## config.mk

```make
export PLATFORM = sky130hd
export DESIGN_NAME = afs_top
export DESIGN_NICKNAME = d
export VERILOG_FILES = /design/src/hdl/afs_pkg.sv /design/src/hdl/afs_ser_if.sv /design/src/hdl/afs_top.sv /design/src/hdl/afs_sync.sv /design/src/hdl/afs_serializer.sv
export SDC_FILE = /design/constraint.sdc
export NUM_CORES = 1
export LEC_CHECK = 0
export BUFFER_PORTS_ARGS = -buffer_cell sky130_fd_sc_hd__buf_4
export CORE_AREA = 2 2 120 122
export CTS_BUF_LIST = sky130_fd_sc_hd__clkbuf_2
export DETAILED_ROUTE_END_ITERATION = 12
export DIE_AREA = 0 0 122 124
export PLACE_DENSITY = 0.74
export SYNTH_ARGS = -nofsm -noshare
export SYNTH_HDL_FRONTEND = slang
export SYNTH_HIERARCHICAL = 1
export SYNTH_SLANG_ARGS = --single-unit
export TNS_END_PERCENT = 10
```

## constraint.sdc

```tcl
create_clock -name clk_i -period 7.23 [get_ports clk_i]
set_input_delay 2.169 -clock clk_i [delete_from_list [all_inputs] [get_ports clk_i]]
set_output_delay 2.169 -clock clk_i [all_outputs]
set_load 0.03 [all_outputs]
```

## src/hdl/afs_pkg.sv

```systemverilog
// Constants, field layouts and decode functions of the converter output block.
// Assumes a single 25 MHz system clock; imported by afs_top and afs_serializer.
// Notes on behaviour
// - Wide-band path: rate_select picks one data rate.
// - lowlat_config_sel low forces low-latency path.
// - Wide band: unsettled for 55 ready cycles.
// - Analog flag follows modulator overrange, clock synchronous.
// - Analog flag falls with ready strobe falling.
// - Digital flag rises at ready rising edge.
// - Digital flag falls at next ready rising edge.
// - Low-speed codes allow CMOS or differential swings.
// - High-speed codes force differential output.
// - CMOS: shift clock internal or external, selectable.
// - Clock multiplier enabled only in high-speed modes.
// - High speed: continuous fast shift clock.
// - High speed: ready lasts three shift periods.
// - High speed: 24 bits shifted per conversion.
// - Differential swing drives complementary pin pairs.
// - Serial word shifted most significant bit first.
// - Start sampled on rising master clock edge.
// - Low speed: 24-bit words clipped at full scale.
// - High speed: word bit zero held low.
package afs_pkg;
   localparam int CLK_PERIOD_NS = 40;             // System clock period at 25 MHz.
   localparam int WORD_W = 24;                    // Output word width.
   localparam int FILT_W = 26;                    // Filter result width, two guard bits.
   localparam int CTRL_W = 7;                     // Width of the control register.
   // Register byte offsets on the bus.
   localparam logic [7:0] ADR_CTRL = 8'h00;
   localparam logic [7:0] ADR_CMD = 8'h04;
   localparam logic [7:0] ADR_STATUS = 8'h08;
   localparam logic [7:0] ADR_DATA = 8'h0c;
   // Control register fields.
   localparam int F_LOWLAT = 3;
   localparam int F_FILTER_PATH_SEL = 4;
   localparam int F_SWING = 5;                    // One selects CMOS swings.
   localparam int F_SCLK_SRC = 6;                 // One selects the external shift clock.
   localparam int F_START = 0;                    // Command register start bit.
   localparam logic [CTRL_W-1:0] CTRL_RESET = 7'h18;
   // Status register bit positions.
   localparam int S_ANA = 0;
   localparam int S_DIG = 1;
   localparam int S_SETTLED = 2;
   localparam int S_LOCKED = 3;
   localparam int S_WB = 4;
   localparam int S_HS = 5;
   localparam int S_INVALID = 6;
   localparam int S_LOCKWORD = 7;
   // Full-scale codes, in word width and in filter width.
   localparam logic [WORD_W-1:0] POS_FULL = 24'h7f_ffff;
   localparam logic [WORD_W-1:0] NEG_FULL = 24'h80_0000;
   localparam logic [FILT_W-1:0] POS_EXT = 26'h7f_ffff;
   localparam logic [FILT_W-1:0] NEG_EXT = 26'h380_0000;
   // Timing counts: settling in ready cycles, strobe widths in shift periods, lock and half periods in system clock cycles; then the high-speed rate codes.
   localparam logic [5:0] SETTLE_READY = 6'h37;
   localparam logic [9:0] PLL_LOCK_CYC = 10'h100;
   localparam logic [2:0] SCK_HALF_LS = 3'h4;
   localparam logic [2:0] SCK_HALF_HS = 3'h1;
   localparam logic [1:0] STROBE_PER_HS = 2'h3;
   localparam logic [1:0] STROBE_PER_LS = 2'h1;
   localparam logic [2:0] RATE_HS0 = 3'h4;
   localparam logic [2:0] RATE_HS1 = 3'h5;

   // True for the two high-speed rate codes.
   function automatic logic is_hs(input logic [2:0] r);
      return (r == RATE_HS0) || (r == RATE_HS1);
   endfunction

   // Clock cycles per conversion for each rate code; spare codes run slowest.
   function automatic logic [11:0] rate_period(input logic [2:0] r);
      case (r)
         3'h1: return 12'h400;
         3'h2: return 12'h200;
         3'h3: return 12'h100;
         3'h4: return 12'h040;
         3'h5: return 12'h080;
         default: return 12'h800;
      endcase
   endfunction
endpackage

```

## src/hdl/afs_ser_if.sv

```systemverilog
// Interface between the control logic and the serializer.
// Assumes both ends share the system clock; it carries no clock itself.
`timescale 1ns/1ps
interface afs_ser_if;
   logic load;                   // One-cycle pulse: a new word is ready.
   logic [23:0] word;            // Word to send, valid with load.
   logic tick;                   // Falling shift clock edge, one-cycle pulse.
   logic [1:0] strobe_len;       // Ready width in shift clock periods.
   logic strobe;                 // Ready strobe level from the serializer.
   logic sdata;                  // Serial data bit from the serializer.
   modport ctl (output load, word, tick, strobe_len, input strobe, sdata);
   modport ser (input load, word, tick, strobe_len, output strobe, sdata);
endinterface

```

## src/hdl/afs_top.sv

```systemverilog
// Filter path select, overrange flags and serial output of the converter.
// Assumes clk_i is the master clock, filter results arrive on the same clock,
// and start_i and shift_clock_i come from outside and need synchronising.
`timescale 1ns/1ps
module afs_top
   import afs_pkg::*;
(
   input wire logic clk_i,
   input wire logic rst_i,
   input wire logic [7:0] wb_adr_i,
   input wire logic [31:0] wb_dat_i,
   input wire logic [3:0] wb_sel_i,
   input wire logic wb_we_i,
   input wire logic wb_cyc_i,
   input wire logic wb_stb_i,
   output logic [31:0] wb_dat_o,
   output logic wb_ack_o,
   input wire logic start_i,
   input wire logic [FILT_W-1:0] filt_data_i,
   input wire logic mod_overrange_i,
   input wire logic input_step_i,
   input wire logic shift_clock_i,
   output logic shift_clock_o,
   output logic shift_clock_n_o,
   output logic shift_clock_oe_o,
   output logic serial_out_o,
   output logic serial_out_n_o,
   output logic conversion_ready_strobe_o,
   output logic conversion_ready_strobe_n_o,
   output logic analog_overrange_flag_o,
   output logic digital_overrange_flag_o,
   output logic pll_enable_o,
   output logic diff_swing_o,
   output logic wide_band_path_o
);
   afs_ser_if ser ();             // Link to the serializer.

   // Bus side state.
   logic [CTRL_W-1:0] ctrl_q;     // Settings written by software.
   logic [CTRL_W-1:0] cfg_q;      // Settings in force since the last start.
   logic [WORD_W-1:0] data_q;     // Last word handed to the serializer.
   logic [7:0] status;            // Live status bits.
   logic wr_fire;                 // Write takes effect this edge.
   logic [31:0] rd_d;             // Read data for the addressed register.

   // Conversion control.
   logic start_lvl;               // Filtered start pin level.
   logic start_prev_q;            // Start level one clock ago.
   logic start_req;               // Start from the pin or from software.
   logic running_q;               // Conversions are being made.
   logic [11:0] conv_cnt_q;       // Cycles left in this conversion.
   logic done;                    // Conversion finishes this cycle.
   logic hs;                      // High-speed rate in force.
   logic wb_path;                 // Wide-band filter path in force.
   logic diff;                    // Differential swings in force.
   logic ext_src;                 // External shift clock in use.

   // Clock multiplier model.
   logic locked_q;                // Multiplier has locked.
   logic [9:0] lock_cnt_q;        // Cycles spent locking.
   logic lock_pend_q;             // Next word marks lock completion.
   logic lock_word_q;             // Current word marks lock completion.

   // Result handling.
   logic [WORD_W-1:0] word_d;     // Clipped word.
   logic ovr_d;                   // Filter result beyond full scale.
   logic word_ovr_q;              // Overrange of the word being sent.
   logic strobe_prev_q;           // Serializer strobe one clock ago.
   logic ana_q;                   // Analog overrange flag.
   logic dig_q;                   // Digital overrange flag.
   logic [5:0] settle_q;          // Ready cycles left until settled.
   logic invalid_q;               // Rate changed during a conversion.

   // Shift clock generation and sampling.
   logic [2:0] div_q;             // Half-period countdown.
   logic sclk_q;                  // Internal shift clock.
   logic ext_lvl;                 // Filtered external shift clock.
   logic ext_prev_q;              // External clock one clock ago.

   afs_sync u_start_sync (
      .clk_i(clk_i),
      .rst_i(rst_i),
      .async_i(start_i),
      .level_o(start_lvl)
   );

   afs_sync u_sclk_sync (
      .clk_i(clk_i),
      .rst_i(rst_i),
      .async_i(shift_clock_i),
      .level_o(ext_lvl)
   );

   afs_serializer u_ser (
      .clk_i(clk_i),
      .rst_i(rst_i),
      .ser(ser)
   );

   // Decoded settings. The low-latency select overrides the path pin.
   assign hs = is_hs(cfg_q[2:0]);
   assign wb_path = cfg_q[F_LOWLAT] & cfg_q[F_FILTER_PATH_SEL];
   assign diff = hs | ~cfg_q[F_SWING];
   assign ext_src = ~diff & cfg_q[F_SCLK_SRC];

   // The bus answers one clock after the request and commits writes at the ack edge.
   assign wr_fire = wb_cyc_i & wb_stb_i & wb_we_i & wb_ack_o & wb_sel_i[0];
   assign start_req = (start_lvl & ~start_prev_q)
                      | (wr_fire && wb_adr_i == ADR_CMD && wb_dat_i[F_START]);
   assign done = running_q & (locked_q | ~hs) & (conv_cnt_q == 12'h000);

   // Acknowledge each request once, unmapped ones too.
   always_ff @(posedge clk_i) begin
      if (rst_i) begin
         wb_ack_o <= 1'b0;
         wb_dat_o <= 32'h0000_0000;
      end else begin
         wb_ack_o <= wb_cyc_i & wb_stb_i & ~wb_ack_o;
         wb_dat_o <= rd_d;
      end
   end

   // Status snapshot for reads.
   always_comb begin
      status = 8'h00;
      status[S_ANA] = ana_q;
      status[S_DIG] = dig_q;
      status[S_SETTLED] = (settle_q == 6'h00);
      status[S_LOCKED] = locked_q;
      status[S_WB] = wb_path;
      status[S_HS] = hs;
      status[S_INVALID] = invalid_q;
      status[S_LOCKWORD] = lock_word_q;
   end

   // Read mux; unmapped addresses and the command register read as zero.
   always_comb begin
      case (wb_adr_i)
         ADR_CTRL: rd_d = {{(32 - CTRL_W){1'b0}}, ctrl_q};
         ADR_STATUS: rd_d = {24'h00_0000, status};
         ADR_DATA: rd_d = {8'h00, data_q};
         default: rd_d = 32'h0000_0000;
      endcase
   end

   // Software settings; they only act once a start latches them.
   always_ff @(posedge clk_i) begin
      if (rst_i) begin
         ctrl_q <= CTRL_RESET;
      end else if (wr_fire && wb_adr_i == ADR_CTRL) begin
         ctrl_q <= wb_dat_i[CTRL_W-1:0];
      end
   end

   // Start latches the settings and restarts the conversion timer.
   always_ff @(posedge clk_i) begin
      if (rst_i) begin
         cfg_q <= CTRL_RESET;
         running_q <= 1'b0;
         conv_cnt_q <= 12'h000;
         start_prev_q <= 1'b0;
      end else begin
         start_prev_q <= start_lvl;
         if (start_req) begin
            cfg_q <= ctrl_q;
            running_q <= 1'b1;
            conv_cnt_q <= rate_period(ctrl_q[2:0]) - 12'h001;
         end else if (done) begin
            conv_cnt_q <= rate_period(cfg_q[2:0]) - 12'h001;
         end else if (running_q && conv_cnt_q != 12'h000) begin
            conv_cnt_q <= conv_cnt_q - 12'h001;
         end
      end
   end

   // A rate written while a conversion runs spoils that conversion.
   always_ff @(posedge clk_i) begin
      if (rst_i) begin
         invalid_q <= 1'b0;
      end else if (start_req) begin
         invalid_q <= 1'b0;
      end else if (wr_fire && wb_adr_i == ADR_CTRL && running_q
                   && wb_dat_i[2:0] != cfg_q[2:0]) begin
         invalid_q <= 1'b1;
      end
   end

   // Multiplier runs only at high speed; lock takes a fixed count.
   // Leaving high speed drops lock, so a return always relocks.
   always_ff @(posedge clk_i) begin
      if (rst_i || !hs) begin
         locked_q <= 1'b0;
         lock_cnt_q <= 10'h000;
         lock_pend_q <= 1'b0;
      end else if (!locked_q) begin
         if (lock_cnt_q == PLL_LOCK_CYC - 10'h001) begin
            locked_q <= 1'b1;
            lock_pend_q <= 1'b1;
         end else begin
            lock_cnt_q <= lock_cnt_q + 10'h001;
         end
      end else if (done) begin
         lock_pend_q <= 1'b0;
      end
   end

   // Marks the word that comes with the lock-complete ready pulse.
   always_ff @(posedge clk_i) begin
      if (rst_i) begin
         lock_word_q <= 1'b0;
      end else if (done) begin
         lock_word_q <= lock_pend_q & hs;
      end
   end

   // Clip to full scale; high speed keeps bit zero low.
   always_comb begin
      word_d = filt_data_i[WORD_W-1:0];
      ovr_d = 1'b0;
      if ($signed(filt_data_i) > $signed(POS_EXT)) begin
         word_d = POS_FULL;
         ovr_d = 1'b1;
      end else if ($signed(filt_data_i) < $signed(NEG_EXT)) begin
         word_d = NEG_FULL;
         ovr_d = 1'b1;
      end
      if (hs) begin
         word_d[0] = 1'b0;
      end
   end

   // Capture the finished word for readback and for the flag logic.
   always_ff @(posedge clk_i) begin
      if (rst_i) begin
         data_q <= '0;
         word_ovr_q <= 1'b0;
      end else if (done) begin
         data_q <= word_d;
         word_ovr_q <= ovr_d;
      end
   end

   // Digital flag updates only at strobe rising edges, so it follows the
   // word being sent and falls on the first in-range word.
   always_ff @(posedge clk_i) begin
      if (rst_i) begin
         strobe_prev_q <= 1'b0;
         dig_q <= 1'b0;
      end else begin
         strobe_prev_q <= ser.strobe;
         if (ser.strobe && !strobe_prev_q) begin
            dig_q <= word_ovr_q;
         end
      end
   end

   // Analog flag rises at once, but falls only with the strobe falling edge.
   // A new overrange in that same cycle keeps the flag up.
   always_ff @(posedge clk_i) begin
      if (rst_i) begin
         ana_q <= 1'b0;
      end else if (mod_overrange_i) begin
         ana_q <= 1'b1;
      end else if (!ser.strobe && strobe_prev_q) begin
         ana_q <= 1'b0;
      end
   end

   // Wide-band settling: a step without start costs 55 ready cycles.
   always_ff @(posedge clk_i) begin
      if (rst_i || start_req) begin
         settle_q <= 6'h00;
      end else if (input_step_i && wb_path && running_q) begin
         settle_q <= SETTLE_READY;
      end else if (done && settle_q != 6'h00) begin
         settle_q <= settle_q - 6'h01;
      end
   end

   // Internal shift clock restarts low at each load; fast at high speed.
   always_ff @(posedge clk_i) begin
      if (rst_i) begin
         div_q <= 3'h0;
         sclk_q <= 1'b0;
      end else if (div_q == 3'h0 || ser.load) begin
         div_q <= (hs ? SCK_HALF_HS : SCK_HALF_LS) - 3'h1;
         sclk_q <= ~sclk_q & ~ser.load;
      end else begin
         div_q <= div_q - 3'h1;
      end
   end

   // Edge history of the external clock, read only after filtering.
   always_ff @(posedge clk_i) begin
      if (rst_i) begin
         ext_prev_q <= 1'b0;
      end else begin
         ext_prev_q <= ext_lvl;
      end
   end

   // Serializer feed: one word per conversion, shifted on falling edges.
   assign ser.load = done;
   assign ser.word = word_d;
   assign ser.strobe_len = hs ? STROBE_PER_HS : STROBE_PER_LS;
   assign ser.tick = ext_src ? (~ext_lvl & ext_prev_q)
                             : (div_q == 3'h0 && sclk_q);

   // Pin registers; complement pins follow their true pins.
   always_ff @(posedge clk_i) begin
      if (rst_i) begin
         serial_out_o <= 1'b0;
         serial_out_n_o <= 1'b1;
         conversion_ready_strobe_o <= 1'b0;
         conversion_ready_strobe_n_o <= 1'b1;
         shift_clock_o <= 1'b0;
         shift_clock_n_o <= 1'b1;
         shift_clock_oe_o <= 1'b0;
      end else begin
         serial_out_o <= ser.sdata;
         serial_out_n_o <= ~ser.sdata;
         conversion_ready_strobe_o <= ser.strobe;
         conversion_ready_strobe_n_o <= ~ser.strobe;
         shift_clock_o <= sclk_q;
         shift_clock_n_o <= ~sclk_q;
         shift_clock_oe_o <= ~ext_src;
      end
   end

   // Flag and mode pins.
   always_ff @(posedge clk_i) begin
      if (rst_i) begin
         analog_overrange_flag_o <= 1'b0;
         digital_overrange_flag_o <= 1'b0;
         pll_enable_o <= 1'b0;
         diff_swing_o <= 1'b0;
         wide_band_path_o <= 1'b0;
      end else begin
         analog_overrange_flag_o <= mod_overrange_i | ana_q & (ser.strobe | ~strobe_prev_q);
         digital_overrange_flag_o <= dig_q;
         pll_enable_o <= hs;
         diff_swing_o <= diff;
         wide_band_path_o <= wb_path;
      end
   end
endmodule // afs_top

```

## src/hdl/afs_sync.sv

```systemverilog
// Three-stage synchroniser with agreement filter for one asynchronous input.
// Assumes the input may change at any time relative to clk_i.
`timescale 1ns/1ps
module afs_sync (
   input wire logic clk_i,
   input wire logic rst_i,
   input wire logic async_i,
   output logic level_o
);
   logic [2:0] stg_q; // Stage zero feeds only stage one.

   // Shift the pin through the three stages.
   always_ff @(posedge clk_i) begin
      if (rst_i) begin
         stg_q <= 3'h0;
      end else begin
         stg_q <= {stg_q[1:0], async_i};
      end
   end

   // A change counts only once stages one and two agree.
   always_ff @(posedge clk_i) begin
      if (rst_i) begin
         level_o <= 1'b0;
      end else if (stg_q[1] == stg_q[2]) begin
         level_o <= stg_q[2];
      end
   end
endmodule // afs_sync

```

## src/hdl/afs_serializer.sv

```systemverilog
// Serializer: ready strobe followed by the word, one bit per shift clock.
// Assumes tick marks falling shift clock edges and load arrives once per word.
`timescale 1ns/1ps
module afs_serializer
   import afs_pkg::*;
(
   input wire logic clk_i,
   input wire logic rst_i,
   afs_ser_if.ser ser
);
   logic [WORD_W-1:0] sr_q;   // Bits still to send, next one on top.
   logic [1:0] stb_cnt_q;     // Shift periods left in the ready strobe.
   logic [4:0] left_q;        // Data bits left after the current one.
   logic strobe_q;            // Ready strobe level.
   logic sdata_q;             // Bit on the data line.

   // A load restarts the frame, so a late word never mixes with a new one.
   always_ff @(posedge clk_i) begin
      if (rst_i) begin
         sr_q <= '0;
         stb_cnt_q <= 2'h0;
         left_q <= 5'h0;
         strobe_q <= 1'b0;
         sdata_q <= 1'b0;
      end else if (ser.load) begin
         sr_q <= ser.word;
         stb_cnt_q <= ser.strobe_len;
         left_q <= 5'h0;
         strobe_q <= 1'b1;
         sdata_q <= 1'b0;
      end else if (ser.tick) begin
         if (strobe_q) begin
            // Strobe width is counted in shift clock periods.
            if (stb_cnt_q <= 2'h1) begin
               strobe_q <= 1'b0;
               sdata_q <= sr_q[WORD_W-1];
               sr_q <= {sr_q[WORD_W-2:0], 1'b0};
               left_q <= 5'(WORD_W - 1);
            end else begin
               stb_cnt_q <= stb_cnt_q - 2'h1;
            end
         end else if (left_q != 5'h0) begin
            sdata_q <= sr_q[WORD_W-1];
            sr_q <= {sr_q[WORD_W-2:0], 1'b0};
            left_q <= left_q - 5'h1;
         end else begin
            sdata_q <= 1'b0;
         end
      end
   end

   assign ser.strobe = strobe_q;
   assign ser.sdata = sdata_q;
endmodule // afs_serializer

```

# Word level (Yosys, flattened, before mapping)
# Cells that the tools add are included.
# classes
add_sub_neg	9
order_cmp	3
n_mux	48
eq_ne	21
bitwise_logic	33
n_reduce_logical	43
# op_table
op	count
2-to-1 mux 24 bit	7
one-hot mux 12 bit (5 select lines)	2
2-to-1 mux 12 bit	8
one-hot mux 24 bit (3 select lines)	1
subtractor 12 x 1 -> 12 bit, second input constant	3
greater-than comparator 26 x 24 -> 1 bit, second input constant	1
< comparator 26 x 24 -> 1 bit, second input constant	1
2-to-1 mux 1 bit	18
equality test 8 x 4 -> 1 bit, second input constant	2
2-to-1 mux 5 bit	3
bitwise AND 1 bit	14
inverter 1 bit	14
equality test 3 x 2 -> 1 bit, second input constant	4
equality test 3 bit, second input constant	4
logical AND 1 bit	12
logical NOT 12 bit	1
2-to-1 mux 6 bit	2
nonzero test 12 bit	1
nonzero test 2 bit	6
adder 10 x 1 -> 10 bit, second input constant	1
equality test 10 x 8 -> 1 bit, second input constant	1
2-to-1 mux 2 bit	5
AND reduction 3 bit	3
equality test 8 x 3 -> 1 bit, second input constant	1
22 further kinds	42
# totals
regBits	166

# Longest topological paths before layout
# Gate-level depths: netlist (run 1).
# depth
word_depth	12
mapped_depth	13
ltp_nobuf	10

# Cells and area by module
# The synthesis (run 1) kept the hierarchy.
# modules_own_cells
module	cells_each	area_each_um2	seq_area_each_um2	n_inst
afs_top	614	5094.9	2342.2	1
afs_serializer	188	1734.2	660.6	1
afs_sync	10	112.6	80.1	2

# Worst setup path after synthesis (run 1)
# OpenSTA, ideal clock, no wires.
# synth_path
path_type	in2reg
from	input port wb_adr_i[1]
to	register conv_cnt_q[11]
arrival_time_ns	3.544
path_stages	6
setup_time_ns	0.114
slack_ns	3.572
cell_sequence	nor4_1 nand4_1 o31ai_1 clkbuf_1 nor2_1 a21o_1
# synth_via
elab_chain_len	5
# synth_rtl
element	line_no	source
start: declaration	afs_top.sv:10	input wire logic [7:0] wb_adr_i,
equality test 8 x 3 -> 1 bit (*)	afs_top.sv:109	| (wr_fire && wb_adr_i == ADR_CMD && wb_dat_i[F_START]);
logical AND 1 bit (*) (2 in series)	afs_top.sv:109	
OR 1 bit (*)	afs_top.sv:109	
nonzero test 3 bit (no source line) / 2-to-1 mux 12 bit (equally long branches)	-	
end signal: assignment	afs_top.sv:167	conv_cnt_q <= rate_period(ctrl_q[2:0]) - 12'h001;
end signal: assignment	afs_top.sv:169	conv_cnt_q <= rate_period(cfg_q[2:0]) - 12'h001;
end signal: assignment	afs_top.sv:171	conv_cnt_q <= conv_cnt_q - 12'h001;
end: declaration	afs_top.sv:51	logic [11:0] conv_cnt_q;
# Mark *: on every way between the ends. The rest lies on a longest branch, timed or not.
# A chain may end at the register's enable or synchronous reset.

# Final worst setup path (run 1)
# layout_path
from	register wb_ack_o
to	output port wb_ack_o
# layout_rtl
element	line_no	source
start: declaration	afs_top.sv:17	output logic wb_ack_o,
start signal: assignment	afs_top.sv:118	wb_ack_o <= wb_cyc_i & wb_stb_i & ~wb_ack_o;
# No word-level cell between the ends.

==> results.cfg, run 1 <==
[run_status]
outcome = finished, final reports clean

[logic_synthesis]
avgSynthCellArea_um2 = 8.58
synth-simple-area-share_pct = 25.4
async_flop_share_pct = 0
synth_area_um2 = 7050
synthTopCellsByArea = dfxtp_1 45%, nor2_1 5.2%, a2111oi_2 4.9%, nand2_1 4.7%, a21oi_1 4.7%
yosysSeqAreaShare_pct = 44.8
yosys.area.top_type_share_pct = 44.8
ys_warn_count = 6
synth_xor_area_share_pct = 3.10
synth_compound_area_share_pct = 15.9
synth_top_family_by_area = simple AND/OR/NAND/NOR gates
synth_cell_types = 67
synthMuxAreaShare_pct = 1.90
syn_inst = 822
synth_flop_cell = dfxtp_1
yosysTopAreaCell = dfxtp_1
ys_seq_elements = 158
synth_edf_count = 0
synth_fa_ha_area_share_pct = 1.77

[route]
ant_nets = 0
vias = 5793
drc = 0
drt_iter0_drc = 457
vias_per_cell = 5.38
post_drt_wl_per_cell_um = 14.2
first_pass_iters = 7
routed_wl_um = 15300

[global_route]
grt_pass1_vias = 5216
grt_overflow_total = 0
grt_max_degree = 76
antenna_found_initial = 1
grtUsageTotal_pct = 21.2
grt_pass1_wl_um = 25500

[worst_setup_path]
crit_family = flip-flops
reg2reg_from = cfg_q[2]
path_cells = buf_4
crit_type = reg2out
crit_start = wb_ack_o
end_kind = primary output
critPathMaxFanout = 4
worstPathArrival_ps = 1310
cpPeakStageDelay_ps = 430
cp_num_buf_inv = 1
crit_end = wb_ack_o
start_kind = flop
rr_endpoint = u_ser/sr_q[23]
cp.depth = 1
rrSetupSlack_ps = 4000
r2r_cells = 8
required_ps = 5060
crit_path_top_delay_cell = dfxtp_1

[pwr]
ir_drop_v = 0.000171
clockPowerShare_pct = 32.0
power_switching_mw = 0.427
power_density_nw_per_um2 = 194
seq_power_share_pct = 58.3
power_frac_comb_pct = 9.7
swShare_pct = 27.7
power_leakage_nw = 3.10
power.internal_mw = 1.12

[sta]
final_hold_viol_count = 0
rsz0062_at_grt = false
timing.hold.ws_ps = 464
slew_viol_final = 0
max_freq_mhz = 288
fin_ws_ps = 3760
setup_viol = 0
finClkSkew_ps = 47.1
tns_ps = 0
relSlewSlack_pct = 21.2
period_needed_ps = 3470
period_share_pct = 48.1
tightest_slew_ps = 1180

[clock_tree]
cts_root_buffer = clkbuf_2
ctsResizeCount = 0
htree_num_levels = 4
cts_num_sinks = 158
clk_latency_ps = 700
clockBufferDepth = 2
clk_pin_slew_ps = 260
cts_setup_buffers = 0
cts_tree = done
cts_hold_buf = 0
numCtsBuffers = 17

[final_layout]
area_delta_synth_final_pct = 12.8
nNetsFinal = 971
final_layout_size_suffix_gt1_share_pct = 19.2
utilization_pct = 58.0
fillCellCount = 1262

[run]
cap_violations = 0

[floorplanning]
initial_core_util_pct = 51.4
rows = 43
die_h_um = 124
core_um2 = 13700
ios = 124
die_area_um2 = 15100
die_w_um = 122

[hold_path]
hold_path_class = reg2reg

[placed_design]
hpwl_um = 10400
io_buffers = 87
dp_slack_ps = 3180
gp_congestion = 0.889
==> synth_stat cells (3+ instances only) <==
library cell and number:
nor2b_1 14, a31oi_1 7, or2_2 4, nand3_1 11, nor4bb_1 3, inv_1 44, ha_1 10, o31ai_1 3
a211oi_1 4, xor2_1 10, nor2_1 98, and4_1 3, buf_6 7, clkbuf_1 31, nand4_1 7, buf_2 7
nand2_1 89, mux2i_1 10, o21ai_0 12, nand2b_1 12, nand3b_1 8, nor3b_1 3, buf_1 8, nor3_1 60
a21oi_1 66, or3_1 3, mux2_2 3, a22oi_1 9, nor4_1 6, buf_4 9, and2_1 17, a2111oi_2 23
and3_1 5, dfxtp_1 158, xnor2_1 15
==> layout by cell type (no fill, tap or decap), types with 4 or more instances in the layout <==
master and count:
a31oi_1 7, buf_4 96, nor3_1 60, and3_1 5, nor4_1 5, and2_1 17
nand2b_1 12, xnor2_1 15, nor2_1 97, o21ai_0 12, a211oi_1 4, mux2i_1 10
clkbuf_2 18, inv_6 5, ha_1 10, nand4_1 7, a22oi_1 9, or2_2 4
xor2_1 10, inv_1 44, a2111oi_2 23, conb_1 9, dfxtp_1 158, a21oi_1 66
nand3b_1 8, nor2b_1 14, nand3_1 11, nand2_1 89
==> power groups by stage <==
stage / sequential (mW) / clock (mW) / combinational (mW)
2_1_floorplan: 0.922 / 0 / 0.0919
3_3_place_gp: 0.916 / 0 / 0.147
3_5_place_dp: 0.916 / 0 / 0.148
4_1_cts: 0.900 / 0.506 / 0.149
5_1_grt: 0.903 / 0.544 / 0.165
6_report: 0.900 / 0.494 / 0.149
==> worst min-delay path, stage by stage (launching register included) <==
cell,delay (ps)
dfxtp_1,370
nand2_1,50
a21oi_1,50
==> cell type report <==
cell class	count	area, um^2	share of cell area, %
clock inverters	14	155	1.95
clock buffers	18	90.1	1.13
inverters	44	165	2.08
multi-input cells	565	3430	43.2
repair buffers	96	721	9.06
flip-flops and latches	158	3160	39.8
well taps	180	225	2.83
diodes	1	2.50	0.0315
==> per-layer routing <==
| layer | track usage (%) | vias to the layer above | wire length (um) |
|---|---|---|---|
| met5 | 0 | - | 0 |
| met2 | 32.2 | 150 | 6720 |
| met4 | 6.54 | 0 | 137 |
| met1 | 29.9 | 2688 | 7560 |
| met3 | 5.17 | 9 | 900 |
| li1 | - | 2946 | - |
==> metrics by stage <==
stage | instance area, um^2 | power (mW) | std cells
finish | 7960 | 1.54 | 1076
global route | 7960 | 1.61 | 1076
CTS | 7950 | 1.55 | 1075
detailed placement | 7710 | 1.06 | 1043
global placement | 7710 | 1.06 | 1043
floorplan | 7080 | 1.01 | 829
==> worst min path at each step <==
stage                               start  depth (start not counted)        endpoint
after global routing           data_q[10]                          2      data_q[10]
after CTS                      data_q[15]                          2      data_q[15]
after floorplan           u_ser/ser.sdata                          1  serial_out_n_o
after global placement    u_ser/ser.sdata                          1  serial_out_n_o
after detailed placement  u_ser/ser.sdata                          1  serial_out_n_o
final                          data_q[20]                          2      data_q[20]
==> state kept, by name, summed over array words and instances (netlist names), 6 cells and up <==
name,cells
cfg_q,7
conv_cnt_q,12
ctrl_q,7
data_q,24
lock_cnt_q,10
settle_q,6
u_ser/sr_q,24
wb_dat_o,24
==> kinds of logic (layout without fill, tap and decap cells) <==
kind of cell,Yosys count,in the layout
AO/OA/AOI/OAI,149,149
XOR/XNOR,25,25
adder cells (fa/ha/maj),10,10
buffers and inverters,106,172
flip-flops,158,158
multiplexers,13,13
other,2,10
AND/OR/NAND/NOR,359,359
Note: power is estimated with default switching activity, not from simulation.
==> inputs of run 2 (changes only) <==
clock period = 3.47 ns   (was 7.23 ns; I/O delays follow)
==> run 2 against run 1 <==
Clock power is 83% higher. Clock-buffer cell count is 2 higher. Global-route usage is 0.50 points higher. First-iteration DRC count is 3.5% lower. Critical path depth is 8 higher. Setup slack worse by 2900 ps. Clock skew hardly changed. Register-to-register slack worse by 3200 ps. Final area is 0.38% higher. Core utilization is 0.22 points higher. Via count is 0.62% higher. Critical path type is now reg2reg. Largest cell class unchanged.
==> results.cfg, run 2 (same netlist as run 1, synthesis figures left out) <==
[route]
ant_nets = 0
post_drt_wl_per_cell_um = 14.4
drc = 0
drt_iter0_drc = 441
routed_wl_um = 15600
vias_per_cell = 5.38
vias = 5829
first_pass_iters = 5

[worst_setup_path]
required_ps = 4060
critPathMaxFanout = 75
start_kind = flop
crit_top_cell = nand2b_1
cp_num_buf_inv = 3
worstPathArrival_ps = 3240
crit_type = reg2reg
end_kind = flop
crit_family = simple AND/OR/NAND/NOR gates
cpPeakStageDelay_ps = 530
path_cells = inv_1 > ha_1 > buf_4 > nand2b_1 > nand2b_1 > nor4_2 > buf_12 > nor3_1 > a2111oi_2
crit_path_top_delay_cell = dfxtp_1

[final_layout]
layout_common_cells = 158 x dfxtp_1, 103 x buf_4, 97 x nor2_1
fillCellCount = 1260
top_regs = data_q: 24 flops, u_ser/sr_q: 24 flops, wb_dat_o: 24 flops
mostFrequentLayoutCell = dfxtp_1
final_layout_size_suffix_gt1_share_pct = 20.0
area_delta_synth_final_pct = 13.2
nNetsFinal = 979
utilization_pct = 58.2

[sta]
final_hold_viol_count = 0
tns_ps = 0
rsz0062_at_grt = false
setup_viol = 0
period_needed_ps = 2650
finClkSkew_ps = 47.1
max_freq_mhz = 377
tightest_slew_ps = 1170
relSlewSlack_pct = 21.7
period_share_pct = 76.4
slew_viol_final = 0

[placed_design]
gp_congestion = 0.882
io_buffers = 87
hpwl_um = 10900

[hold_path]
hold_path_class = reg2reg

[run]
cap_violations = 0

[clock_tree]
cts_tree = done
clockBufferDepth = 2
clk_latency_ps = 730
cts_root_buffer = clkbuf_2
cts_setup_buffers = 0
clk_pin_slew_ps = 230
numCtsBuffers = 17
htree_num_levels = 4
cts_hold_buf = 0
ctsResizeCount = 0
cts_num_sinks = 158

[floorplanning]
die_h_um = 124
die_w_um = 122
initial_core_util_pct = 51.4
die_area_um2 = 15100
core_um2 = 13700
rows = 43
ios = 124

[run_status]
outcome = finished, final reports clean

[global_route]
grt_max_degree = 76
grt_overflow_total = 0
grt_pass1_wl_um = 26100
antenna_found_initial = 1
grt_pass1_vias = 5359
grtUsageTotal_pct = 21.7

[pwr]
power_leakage_nw = 3.12
ir_drop_v = 0.000228
power_density_nw_per_um2 = 387
[run 2: cell types whose count changed in the layout (fill, tap and decap cells not counted), sizes merged]
cell      previous run  this run
clkbuf              18        20
inv                 50        51
bufinv               2         0
buf                 96       104
clkinvlp             3         4
clkinv               3         1
[run 2: layer usage]
layer / GRT usage (%) / up-vias / part of all wire [%]
met5: 0 / - / 0
met4: 6.18 / 0 / 1.0
met3: 5.45 / 16 / 6.2
met2: 33.9 / 177 / 44
met1: 29.9 / 2676 / 49
li1: - / 2960 / -
[run 2: per-stage QoR]
| step | setup WS [ps] | hold slack [ps] | cells | cell area, um^2 | power [mW] |
|---|---|---|---|---|---|
| 6_report | 820 | 442 | 1084 | 7990 | 3.09 |
| 5_1_grt | 619 | 422 | 1084 | 7990 | 3.23 |
| 4_1_cts | 846 | 449 | 1083 | 7980 | 3.12 |
| 3_5_place_dp | 669 | 430 | 1051 | 7780 | 2.22 |
| 3_3_place_gp | 705 | 422 | 1051 | 7780 | 2.22 |
| 2_1_floorplan | 790 | 391 | 829 | 7080 | 2.11 |
[run 2: path summary, 6_finish.rpt]
| check | slack [ps] | endpoint | from | depth (start not counted) |
|---|---|---|---|---|
| worst min register to register | 440 | u_sclk_sync/stg_q[1] | u_sclk_sync/stg_q[0] | 1 |
| worst max register to register | 820 | u_ser/sr_q[1] | cfg_q[1] | 9 |
| worst max-delay path | 820 | u_ser/sr_q[1] | cfg_q[1] | 9 |
| worst min-delay path | 440 | u_sclk_sync/stg_q[1] | u_sclk_sync/stg_q[0] | 1 |
[run 2: area by class of cell]
cell class | count | area [um^2] | area share, %
Tap cell | 180 | 225 | 2.82
Inverter | 44 | 165 | 2.07
Antenna cell | 1 | 2.50 | 0.0313
Timing Repair Buffer | 104 | 793 | 9.93
Sequential cell | 158 | 3160 | 39.6
Clock inverter | 12 | 103 | 1.28
Multi-Input combinational cell | 565 | 3430 | 43.0
Clock buffer | 20 | 100 | 1.25
[run 2: power by group]
part           leakage [nW]  switching (mW)  internal (mW)
logic                  1.72           0.185          0.127
clock network         0.121           0.688          0.215
registers              1.28          0.0211           1.85
total                  3.12           0.894           2.20
